[config.mk]
export PLATFORM = sky130hd
export DESIGN_NAME = pcu_top
export DESIGN_NICKNAME = d
export VERILOG_FILES = /design/src/shared/pcu_pkg.sv /design/src/core/pcu_divider.sv /design/src/core/pcu_pin.sv /design/src/core/pcu_top.sv
export SDC_FILE = /design/constraint.sdc
export NUM_CORES = 2
export LEC_CHECK = 0
export BUFFER_PORTS_ARGS = -buffer_cell sky130_fd_sc_hd__buf_2
export CAP_MARGIN = 30
export CORE_AREA = 2 2 424 426
export CTS_BUF_LIST = sky130_fd_sc_hd__clkbuf_16
export DETAILED_ROUTE_END_ITERATION = 7
export DIE_AREA = 0 0 426 428
export HOLD_SLACK_MARGIN = 0.12
export SKIP_LAST_GASP = 1
export SYNTH_ARGS = -nofsm -noshare
export SYNTH_HDL_FRONTEND = slang
export SYNTH_SLANG_ARGS = --single-unit
[constraint.sdc]
create_clock -name pclk -period 4.7 [get_ports pclk]
set_input_delay 0.94 -clock pclk [delete_from_list [all_inputs] [get_ports pclk]]
set_output_delay 0.94 -clock pclk [all_outputs]
set_load 0.02 [all_outputs]
[src/shared/pcu_pkg.sv]
// Package with register map, field layouts and reset values of the port control unit
package pcu_pkg;
  localparam int PCU_PORTS = 4;
  localparam int PCU_PINS = 16;
  localparam logic [31:0] PCU_BASE_ADDR = 32'h4000_1000;
  localparam logic [31:0] PCU_BANK_STRIDE = 32'h0000_0100;
  localparam logic [7:0] PCU_OFS_FUNC = 8'h00;
  localparam logic [7:0] PCU_OFS_TYPE = 8'h04;
  localparam logic [7:0] PCU_OFS_PULLUP = 8'h08;
  localparam logic [7:0] PCU_OFS_DEBOUNCE = 8'h0C;
  localparam logic [7:0] PCU_OFS_IRQ_EN = 8'h10;
  localparam logic [7:0] PCU_OFS_IRQ_FLAGS = 8'h14;
  localparam logic [7:0] PCU_OFS_IRQ_TRIG = 8'h18;
  localparam logic [7:0] PCU_OFS_DBCLK = 8'h1C;
  localparam logic [12:0] PCU_OFS_ACCESS_EN = 13'h1FF0;
  // Function selector codes
  localparam logic [1:0] PCU_FN_GPIO = 2'h0;
  localparam logic [1:0] PCU_FN_ALT1 = 2'h1;
  localparam logic [1:0] PCU_FN_ALT2 = 2'h2;
  localparam logic [1:0] PCU_FN_ALT3 = 2'h3;
  // Signal type codes
  localparam logic [1:0] PCU_TY_PUSHPULL = 2'h0;
  localparam logic [1:0] PCU_TY_OPENDRAIN = 2'h1;
  localparam logic [1:0] PCU_TY_INPUT = 2'h2;
  localparam logic [1:0] PCU_TY_ANALOG = 2'h3;
  // Trigger codes in the trigger register, two bits a pin
  localparam logic [1:0] PCU_TRIG_RISE = 2'h0;
  localparam logic [1:0] PCU_TRIG_FALL = 2'h1;
  localparam logic [1:0] PCU_TRIG_BOTH = 2'h2;
  localparam logic [1:0] PCU_TRIG_LEVEL = 2'h3;
  // Debounce clock source codes
  localparam logic [2:0] PCU_DBSRC_BUS = 3'h4;
  localparam logic [2:0] PCU_DBSRC_XTAL = 3'h6;
  localparam int PCU_DBSRC_LSB = 8;
  localparam int PCU_DBDIV_LSB = 0;
  localparam logic [31:0] PCU_DBCLK_MASK = 32'h0000_07FF;
  // Reset values per port A..D
  localparam logic [31:0] PCU_FUNC_RST_A = 32'h0000_0000;
  localparam logic [31:0] PCU_FUNC_RST_B = 32'h0000_0000;
  localparam logic [31:0] PCU_FUNC_RST_C = 32'h0050_0155;
  localparam logic [31:0] PCU_FUNC_RST_D = 32'h0000_0000;
  localparam logic [31:0] PCU_TYPE_RST_ANALOG = 32'hFFFF_FFFF;
  localparam logic [31:0] PCU_TYPE_RST_C = 32'hAAAA_AAAA;
  localparam logic [31:0] PCU_DBCLK_RST = 32'h0000_0001;
  localparam logic [31:0] PCU_ACCESS_RST = 32'h0000_0000;
  localparam logic [31:0] PCU_ACCESS_KEY = 32'h0000_0015;
  // Debounce samples that must agree
  localparam int PCU_DEB_SAMPLES = 3;
endpackage : pcu_pkg

[src/core/pcu_divider.sv]
// Debounce sample tick generator: source select and N divider
`timescale 1ns/10ps
module pcu_divider
  import pcu_pkg::*;
(
  // Clock and reset
  input wire logic pclk,
  input wire logic presetn,
  // Source ticks
  input wire logic ring_tick,
  input wire logic xtal_tick,
  // Setup
  input wire logic [2:0] src_sel,
  input wire logic [7:0] div_n,
  // Output
  output logic tick
);
  logic src_tick;
  logic [7:0] cnt_q;
  logic [7:0] cnt_d;
  logic wrap;
  logic tick_q;

  // 0xx ring, 100 bus clock, 110 crystal, others stop
  assign src_tick = !src_sel[2] ? ring_tick :
                    (src_sel == PCU_DBSRC_BUS) ? 1'b1 :
                    (src_sel == PCU_DBSRC_XTAL) ? xtal_tick : 1'b0;
  assign wrap = src_tick && (cnt_q >= div_n);
  assign cnt_d = wrap ? 8'h00 : (src_tick ? cnt_q + 8'h01 : cnt_q);
  assign tick = tick_q;

  always_ff @(posedge pclk or negedge presetn) begin
    if (!presetn) begin
      cnt_q <= 8'h00;
      tick_q <= 1'b0;
    end else begin
      cnt_q <= cnt_d;
      tick_q <= wrap;
    end
  end
endmodule : pcu_divider

[src/core/pcu_pin.sv]
// One pin: debounce filter and interrupt event detection
`timescale 1ns/10ps
module pcu_pin
  import pcu_pkg::*;
(
  // Clock and reset
  input wire logic pclk,
  input wire logic presetn,
  // Pad and setup
  input wire logic pad_in,
  input wire logic deb_en,
  input wire logic deb_tick,
  input wire logic [1:0] trig,
  // Results
  output logic filt,
  output logic event_pulse
);
  logic [PCU_DEB_SAMPLES-1:0] hist_q;
  logic stable_q;
  logic prev_q;
  logic agree_hi;
  logic agree_lo;
  logic stable_d;
  logic rise;
  logic fall;

  assign agree_hi = &hist_q;
  assign agree_lo = ~|hist_q;
  assign stable_d = !deb_en ? pad_in :
                    agree_hi ? 1'b1 : (agree_lo ? 1'b0 : stable_q);
  assign filt = stable_q;
  assign rise = stable_q && !prev_q;
  assign fall = !stable_q && prev_q;
  assign event_pulse = (trig == PCU_TRIG_RISE) ? rise :
                       (trig == PCU_TRIG_FALL) ? fall :
                       (trig == PCU_TRIG_BOTH) ? (rise || fall) : stable_q;

  always_ff @(posedge pclk or negedge presetn) begin
    if (!presetn) begin
      hist_q <= '0;
      stable_q <= 1'b0;
      prev_q <= 1'b0;
    end else begin
      if (deb_tick) begin
        hist_q <= {hist_q[PCU_DEB_SAMPLES-2:0], pad_in};
      end
      stable_q <= stable_d;
      prev_q <= stable_q;
    end
  end
endmodule : pcu_pin

[src/core/pcu_top.sv]
// Port control unit: four 16-pin ports with mux, type, pull-up, debounce and interrupts
//
// The implementer's own choice: the APB interface to the registers.
`timescale 1ns/10ps
module pcu_top
  import pcu_pkg::*;
#(
  parameter int NPORTS = PCU_PORTS,
  parameter int NPINS = PCU_PINS
) (
  // APB slave
  input wire logic pclk,
  input wire logic presetn,
  input wire logic psel,
  input wire logic penable,
  input wire logic pwrite,
  input wire logic [31:0] paddr,
  input wire logic [31:0] pwdata,
  input wire logic [3:0] pstrb,
  output logic [31:0] prdata,
  output logic pready,
  output logic pslverr,
  // Port enables from clock control
  input wire logic [NPORTS-1:0] port_enable,
  input wire logic [NPORTS-1:0] port_clk_enable,
  // Debounce source ticks
  input wire logic ring_tick,
  input wire logic xtal_tick,
  // Pads
  input wire logic [NPORTS*NPINS-1:0] pad_in,
  output logic [NPORTS*NPINS-1:0] pad_out,
  output logic [NPORTS*NPINS-1:0] pad_oe,
  output logic [NPORTS*NPINS-1:0] pad_pullup,
  output logic [NPORTS*NPINS-1:0] pad_analog,
  // Peripheral side
  output logic [NPORTS*NPINS*2-1:0] pin_function,
  input wire logic [NPORTS*NPINS*3-1:0] alt_out,
  input wire logic [NPORTS*NPINS*3-1:0] alt_oe,
  input wire logic [NPORTS*NPINS-1:0] gpio_out,
  output logic [NPORTS*NPINS-1:0] pin_in,
  // Interrupt
  output logic irq
);
  logic [NPORTS-1:0][31:0] func_q;
  logic [NPORTS-1:0][31:0] type_q;
  logic [NPORTS-1:0][NPINS-1:0] pull_q;
  logic [NPORTS-1:0][NPINS-1:0] deb_q;
  logic [NPORTS-1:0][NPINS-1:0] ien_q;
  logic [NPORTS-1:0][NPINS-1:0] iflag_q;
  logic [NPORTS-1:0][31:0] trig_q;
  logic [NPORTS-1:0][31:0] dbclk_q;
  logic [31:0] access_q;
  logic [31:0] prdata_q;
  logic [NPORTS-1:0][NPINS-1:0] evt;
  logic [NPORTS-1:0][31:0] rd_port;
  logic [NPORTS-1:0] tick;

  // Address decode
  wire setup_ph = psel && !penable;
  wire wr_en = psel && penable && pwrite;
  wire [31:0] rel_addr = paddr - PCU_BASE_ADDR;
  wire in_banks = (paddr >= PCU_BASE_ADDR) && (rel_addr < 32'h0000_0400);
  wire [1:0] bank = rel_addr[9:8];
  wire [7:0] ofs = rel_addr[7:0];
  wire hit_access = (paddr >= PCU_BASE_ADDR) && (rel_addr[12:0] == PCU_OFS_ACCESS_EN) &&
                    (rel_addr[31:13] == 19'h0);
  wire [31:0] wmask = {{8{pstrb[3]}}, {8{pstrb[2]}}, {8{pstrb[1]}}, {8{pstrb[0]}}};
  wire hit_known = (ofs <= PCU_OFS_DBCLK) && (ofs[1:0] == 2'b00);
  wire unmapped = !(in_banks && hit_known) && !hit_access;

  function automatic logic [31:0] merge(input logic [31:0] old_v, input logic [31:0] new_v,
                                        input logic [31:0] m);
    merge = (old_v & ~m) | (new_v & m);
  endfunction : merge

  assign pready = 1'b1;
  assign pslverr = psel && penable && unmapped;
  assign prdata = prdata_q;

  // Reads register during setup so data stands in the access phase
  wire [31:0] rd_mux = hit_access ? access_q :
                       (in_banks && hit_known) ? rd_port[bank] : 32'h0000_0000;

  always_ff @(posedge pclk or negedge presetn) begin
    if (!presetn) begin
      prdata_q <= 32'h0000_0000;
    end else if (setup_ph && !pwrite) begin
      prdata_q <= rd_mux;
    end
  end

  always_ff @(posedge pclk or negedge presetn) begin
    if (!presetn) begin
      access_q <= PCU_ACCESS_RST;
    end else if (wr_en && hit_access) begin
      access_q <= merge(access_q, pwdata, wmask);
    end
  end

  genvar p;
  genvar b;
  generate
    for (p = 0; p < NPORTS; p++) begin : g_port
      localparam logic [31:0] FUNC_RST = (p == 0) ? PCU_FUNC_RST_A : (p == 1) ? PCU_FUNC_RST_B :
                                         (p == 2) ? PCU_FUNC_RST_C : PCU_FUNC_RST_D;
      localparam logic [31:0] TYPE_RST = (p == 2) ? PCU_TYPE_RST_C : PCU_TYPE_RST_ANALOG;
      wire wr_bank = wr_en && in_banks && (bank == 2'(p));
      wire [NPINS-1:0] wlo = pwdata[NPINS-1:0] & wmask[NPINS-1:0];
      wire port_on = port_enable[p] && port_clk_enable[p];

      assign rd_port[p] = (ofs == PCU_OFS_FUNC) ? func_q[p] :
                          (ofs == PCU_OFS_TYPE) ? type_q[p] :
                          (ofs == PCU_OFS_PULLUP) ? {16'h0000, pull_q[p]} :
                          (ofs == PCU_OFS_DEBOUNCE) ? {16'h0000, deb_q[p]} :
                          (ofs == PCU_OFS_IRQ_EN) ? {16'h0000, ien_q[p]} :
                          (ofs == PCU_OFS_IRQ_FLAGS) ? {16'h0000, iflag_q[p]} :
                          (ofs == PCU_OFS_IRQ_TRIG) ? trig_q[p] :
                          (ofs == PCU_OFS_DBCLK) ? (dbclk_q[p] & PCU_DBCLK_MASK) : 32'h0000_0000;

      always_ff @(posedge pclk or negedge presetn) begin
        if (!presetn) begin
          func_q[p] <= FUNC_RST;
          type_q[p] <= TYPE_RST;
          pull_q[p] <= '0;
          deb_q[p] <= '0;
          ien_q[p] <= '0;
          trig_q[p] <= 32'h0000_0000;
          dbclk_q[p] <= PCU_DBCLK_RST;
        end else if (wr_bank) begin
          if (ofs == PCU_OFS_FUNC) func_q[p] <= merge(func_q[p], pwdata, wmask);
          if (ofs == PCU_OFS_TYPE) type_q[p] <= merge(type_q[p], pwdata, wmask);
          if (ofs == PCU_OFS_PULLUP) pull_q[p] <= (pull_q[p] & ~wmask[NPINS-1:0]) | wlo;
          if (ofs == PCU_OFS_DEBOUNCE) deb_q[p] <= (deb_q[p] & ~wmask[NPINS-1:0]) | wlo;
          if (ofs == PCU_OFS_IRQ_EN) ien_q[p] <= (ien_q[p] & ~wmask[NPINS-1:0]) | wlo;
          if (ofs == PCU_OFS_IRQ_TRIG) trig_q[p] <= merge(trig_q[p], pwdata, wmask);
          if (ofs == PCU_OFS_DBCLK) dbclk_q[p] <= merge(dbclk_q[p], pwdata, wmask) & PCU_DBCLK_MASK;
        end
      end

      // Sticky flags: write one clears, a new event wins
      wire [NPINS-1:0] clr = (wr_bank && ofs == PCU_OFS_IRQ_FLAGS) ? wlo : '0;
      always_ff @(posedge pclk or negedge presetn) begin
        if (!presetn) begin
          iflag_q[p] <= '0;
        end else begin
          iflag_q[p] <= (iflag_q[p] & ~clr) | evt[p];
        end
      end

      pcu_divider u_div (
        .pclk(pclk),
        .presetn(presetn),
        .ring_tick(ring_tick),
        .xtal_tick(xtal_tick),
        .src_sel(dbclk_q[p][PCU_DBSRC_LSB+2:PCU_DBSRC_LSB]),
        .div_n(dbclk_q[p][PCU_DBDIV_LSB+7:PCU_DBDIV_LSB]),
        .tick(tick[p])
      );

      for (b = 0; b < NPINS; b++) begin : g_pin
        localparam int I = p * NPINS + b;
        wire [1:0] fn = func_q[p][2*b+1:2*b];
        wire [1:0] ty = type_q[p][2*b+1:2*b];
        wire is_analog = (ty == PCU_TY_ANALOG);
        wire drv_val = (fn == PCU_FN_GPIO) ? gpio_out[I] : alt_out[I*3 + fn - 1];
        wire drv_req = (fn == PCU_FN_GPIO) ? 1'b1 : alt_oe[I*3 + fn - 1];
        wire filt;
        wire pevt;

        // Push-pull drives both levels, open drain drives low only
        assign pad_out[I] = (ty == PCU_TY_OPENDRAIN) ? 1'b0 : drv_val;
        assign pad_oe[I] = port_on && drv_req &&
                           ((ty == PCU_TY_PUSHPULL) || (ty == PCU_TY_OPENDRAIN && !drv_val));
        assign pad_pullup[I] = port_on && pull_q[p][b] && !is_analog;
        assign pad_analog[I] = is_analog;
        assign pin_function[2*I+1:2*I] = fn;
        assign pin_in[I] = port_on && !is_analog && filt;
        // Status records every event of a non-analog pin on an enabled port; the enable only masks the interrupt line
        assign evt[p][b] = port_on && !is_analog && pevt;

        pcu_pin u_pin (
          .pclk(pclk),
          .presetn(presetn),
          .pad_in(pad_in[I]),
          .deb_en(deb_q[p][b]),
          .deb_tick(tick[p]),
          .trig(trig_q[p][2*b+1:2*b]),
          .filt(filt),
          .event_pulse(pevt)
        );
      end
    end
  endgenerate

  logic irq_q;
  always_ff @(posedge pclk or negedge presetn) begin
    if (!presetn) begin
      irq_q <= 1'b0;
    end else begin
      irq_q <= |(iflag_q & ien_q);
    end
  end
  assign irq = irq_q;
endmodule : pcu_top

## After elaboration in Yosys (flattened, before gate mapping)

Cells that the tools add are included.

- Bits in latches: 0
- RAM bits: 0
- Bits in registers: 1105
- Output and inout port bits: 483
- Word-level logic and storage cells: 3159
- Bits in read-only memories: 0
- Memories kept: 0

- Bitwise gates (word level): 75
- $add $sub $neg: 132
- Reductions and logical operators: 1414
- Order comparisons: 72
- Multiplexer cells: 892
- Equal/unequal tests: 339
- Div/mod/pow operators: 0
- Shift operators: 0
- Multipliers: 0

Operator list:

| operator | number |
|---|---|
| less-than comparator 32 x 9 -> 1 bit, second input constant | 64 |
| binary-select mux 1 bit (select 8 bit) | 128 |
| 2-to-1 mux 32 bit | 31 |
| 2-to-1 mux 1 bit | 716 |
| logical AND 1 bit | 669 |
| bitwise AND 32 bit | 14 |
| OR 32 bit | 13 |
| logical NOT 2 bit | 194 |
| bitwise AND 16 bit | 17 |
| == test 2 bit, second input constant | 130 |
| logical NOT 1 bit | 260 |
| == test 2 x 1 -> 1 bit, second input constant | 129 |
| OR 16 bit | 16 |
| subtractor 9 x 1 -> 10 bit, second input constant | 21 |
| != test 3 x 2 -> 1 bit, second input constant | 64 |
| AND reduction 3 bit | 64 |
| OR reduction 3 bit | 64 |
| adder 8 x 2 -> 9 bit, first input constant | 21 |
| subtractor 8 x 1 -> 9 bit, second input constant | 21 |
| adder 7 x 2 -> 8 bit, first input constant | 21 |
| logical OR 1 bit | 128 |
| subtractor 7 x 1 -> 8 bit, second input constant | 11 |
| inverter 16 bit | 5 |
| adder 6 x 2 -> 7 bit, first input constant | 11 |
| 34 further kinds | 112 |

## Logic depth before layout (Yosys ltp)

- Depth in word-level cells: 14
- Depth in mapped cells: 13
- Depth with buffers taken out: 9

## Cells and area by module

Synthesis repeated with hierarchy kept, for this count alone.

- Cell total of the unflattened synthesis: 5470
- Area total of the unflattened synthesis: 62900.3 sq um

By module, submodules not included:

| module | times used | sequential area each (sq um) | cells each | area each (sq um) |
|---|---|---|---|---|
| pcu_top | 1 | 18896.9 | 3886 | 44487.7 |
| pcu_pin | 64 | 125.1 | 20 | 245.2 |
| pcu_divider | 4 | 225.2 | 76 | 679.4 |

## Least setup slack after synthesis

No wires, ideal clock.

- Path type: input port to output port
- Start point: input paddr[13]
- End point: output pslverr
- Stages: 12
- Path slack: 0.457 ns
- Arrival: 3.303 ns
- Cell sequence: inv_1 ha_1 nor3b_1 nand3_1 or3_1 a211oi_1 and4b_1 buf_4 buf_4 buf_2 o21ai_0 and3_1

- Longest elaborated chain between the ends: 7

Ends and longest elaborated chain:

| element | RTL line | RTL |
|---|---|---|
| start: declaration | pcu_top.sv:17 | `input wire logic [31:0] paddr,` |
| subtractor 32 x 31 -> 32 bit | pcu_top.sv:61 | `wire [31:0] rel_addr = paddr - PCU_BASE_ADDR;` |
| less-than comparator 32 x 11 -> 1 bit | pcu_top.sv:62 | `wire in_banks = (paddr >= PCU_BASE_ADDR) && (rel_addr < 32'h0000_0400);` |
| logical AND 1 bit | pcu_top.sv:62 |  |
| logical AND 1 bit | pcu_top.sv:69 | `wire unmapped = !(in_banks && hit_known) && !hit_access;` |
| logical NOT 1 bit | pcu_top.sv:69 |  |
| logical AND 1 bit * | pcu_top.sv:69 |  |
| logical AND 1 bit * | pcu_top.sv:77 | `assign pslverr = psel && penable && unmapped;` |
| end: declaration | pcu_top.sv:22 | `output logic pslverr,` |

Mark *: on every way between the ends. The rest lies on a longest branch, timed or not.

## Worst setup path in the final report

Same ends and word-level chain as after synthesis.

==> results_dict.tcl <==
set metrics [dict create \
    stdcell_count 9052 \
    synth_cells 5410 \
    grt_use_total 0.337 \
    timing.final.crit_share 0.994 \
    worstPathMaxFanout 6 \
    h-tree-depth 3 \
    port_buffers 1076 \
    syn_avg_cell_area_um2 11.6 \
    max-cap-violations 0 \
    cp_data_required_time_ns 3.76 \
    clock-sinks 1105 \
    yosysMostFrequentCell "dfrtp_1" \
    nets 7357 \
    cts_made_buffers 120 \
    yosysWarningCount 0 \
    area_growth_pct 20.9 \
    hold_start "pad_in[59]" \
    wl_met1_mm 111 \
    clockBufferDepth 3 \
    wl_met2_mm 150 \
    hold_viol 0 \
    synth_cell_types 79 \
    fill_cells 17100 \
    start_util 0.354 \
    grt_pass1_wl_mm 431 \
    drv_slew 0 \
    routed_via_density 5.99 \
    coreArea_um2 178000 \
    yosys.area.top_type_share 0.391 \
    startpoint "paddr[13]" \
    min_period_ns 4.67 \
    finalClockSkew_ns 0.0341 \
    via_count 54200 \
    cp_slowest_cell "or3b_2" \
    vdd_drop_max_mv 0.314 \
    insertion_delay_ns 0.77 \
    ys.flop_type "dfrtp_1" \
    drt-pass1-iter-count 8 \
    postLayoutCoreUtil 0.428 \
    finalSetupViolations 0 \
    drive_above_1_share 0.413 \
    fp.dieH_um 428 \
    cp-end-kind "output port" \
    rows 155 \
    cp_cell_sequence "buf_2, inv_1, ha_1, or3b_2, o32ai_1, a22oi_1, a211oi_1, and4b_4, o21ai_0, and3_1, buf_2" \
    setup_slack_ns 0.0287 \
    power_per_cell_area_nw_per_um2 286 \
    fin_setup_tns_ns 0 \
    ys_seq_elements 1105 \
    grt_pass1_vias 53800 \
    min_path_type "in2reg" \
    synthTopCellsByCount "dfrtp_1, mux2_2, inv_1, a21oi_1, nand2_1" \
    crit_arrival_ns 3.73 \
    critPathMostFrequentCell "buf_2" \
    power_leakage_nw 36.7 \
    syn-num-nets 6220 \
    netlist_area_um2 62900 \
    gp_congestion 1.02 \
    cts_root_buf "clkbuf_16" \
    wl_per_cell_um 34.9 \
    pre_cts_ws_ns 0.105 \
    drc 0 \
    ant_nets 0 \
    worst_setup_path_start_kind "primary input" \
    post_cts_buffers 0 \
    routed-wl-met3_mm 24.5 \
    worstMarginPinSlew_ns 1.09 \
    ys_async_sr_fraction 1.00 \
    highest_layer "met5" \
    tritoncts "done" \
    io_pins 1078 \
    grt_max_degree 168 \
    yosys-top-cells-area "dfrtp_1, mux2_2, mux4_2, dfstp_2, ha_1" \
    die_area_um2 182000 \
    max_freq_mhz 214 \
    path_clk_slew_ns 0.06 \
    overflow 0 \
    rsz0062_at_grt "true" \
    critPathMaxStageDelay_ns 0.52 \
    drt_iter0_markers 5695 \
    antenna_found_initial 62 \
    die_w_um 426 \
    crit_type "in2out" \
    routed_wl_mm 316 \
    placed_cells 8778 \
    synth-edff-count 0 \
    status "finished, final reports clean" \
    yosysTopAreaCell "dfrtp_1" \
    slew_headroom 0.261 \
    ys_seq_area_frac 0.442 \
    dpl.hpwl_mm 250 \
]
worst paths after layout:
kind	to	slack [ns]	cells after the start
setup / recovery	pslverr	0.03	11
hold / removal	g_port[3].g_pin[11].u_pin.filt	0.42	2
setup reg to reg	prdata[8]	2.10	6
hold reg to reg	prdata[27]	0.47	1
max in group asynchronous	asynchronous set/reset pin	2.64	3
min in group asynchronous	g_port[0].g_pin[1].u_pin.hist_q[2]	0.71	2
report_power, final:
group          leakage, nW  internal (mW)  switching [mW]
logic                 20.8          0.868            1.48
registers             14.0           9.84           0.317
clock network         1.94           4.98            4.23
total                 36.7           15.7            6.03
metal layers:
metal  GRT usage  vias to the layer above
met4       0.263                       16
li1            -                    22300
met1       0.381                    27800
met3      0.0683                      979
met2       0.556                     3187
met5           0                        -
kinds of logic (layout without fill, tap and decap cells):
kind of cell	Yosys count	in the layout	synth area share
compound gates	1056	1056	0.113
xor+xnor	6	6	0.000836
fa+ha+maj	215	215	0.0428
buf+inv	835	2077	0.0561
flops	1105	1105	0.442
mux	1181	1181	0.253
other cells	1	46	0.0000597
simple gates	1011	1011	0.0916
worst max-delay path: cells and delay by family:
family,cells,cell delay (ns)
buf+inv,3,0.54
simple gates,3,1.22
fa+ha+maj,1,0.26
compound gates,4,0.75
final cells by class:
class / count / area [um2] / share of cell area
antenna: 45 / 113 / 0.00148
clock buffer: 120 / 3000 / 0.0395
clock inverter: 107 / 737 / 0.00970
inverter: 497 / 1870 / 0.0246
multi-input combinational: 3470 / 31700 / 0.417
sequential: 1105 / 27800 / 0.366
tap: 2355 / 2950 / 0.0388
timing repair buffer: 1353 / 7850 / 0.103
repair_timing:
item | CTS | global route
pin swaps | 0 | 0
endpoints found under the hold margin | 20 | 0
gates resized for setup | 2 | 2
setup endpoints to repair | 2 | 2
hold buffers | 1 | 0
metrics by stage:
step | hold slack [ns] | instance area, um2 | power [mW]
after floorplan | 0.428 | 62900 | 11.3
after global placement | 0.450 | 72100 | 12.5
after detailed placement | 0.459 | 72100 | 12.6
after CTS | 0.384 | 75900 | 21.7
after global routing | 0.399 | 76000 | 22.3
final | 0.416 | 76000 | 21.7
cell usage in the layout, fill, tap and decap left out, types with 45 or more instances in the layout:
cell type     n
buf_2      1073
a22oi_1      87
nand3_1     139
dfstp_2     123
o21ai_0     216
a22o_1       84
a21oi_1     283
ha_1        215
nand2_1     253
buf_4       248
a21boi_0     53
mux2i_1      84
dfrtp_1     977
inv_1       530
mux4_2      243
diode_2      45
mux2_1      125
clkbuf_16   120
mux2_2      727
nor3_1       87
a221oi_1     49
and3_1      112
nor2_1      140
(Power assumes the default switching activity.)
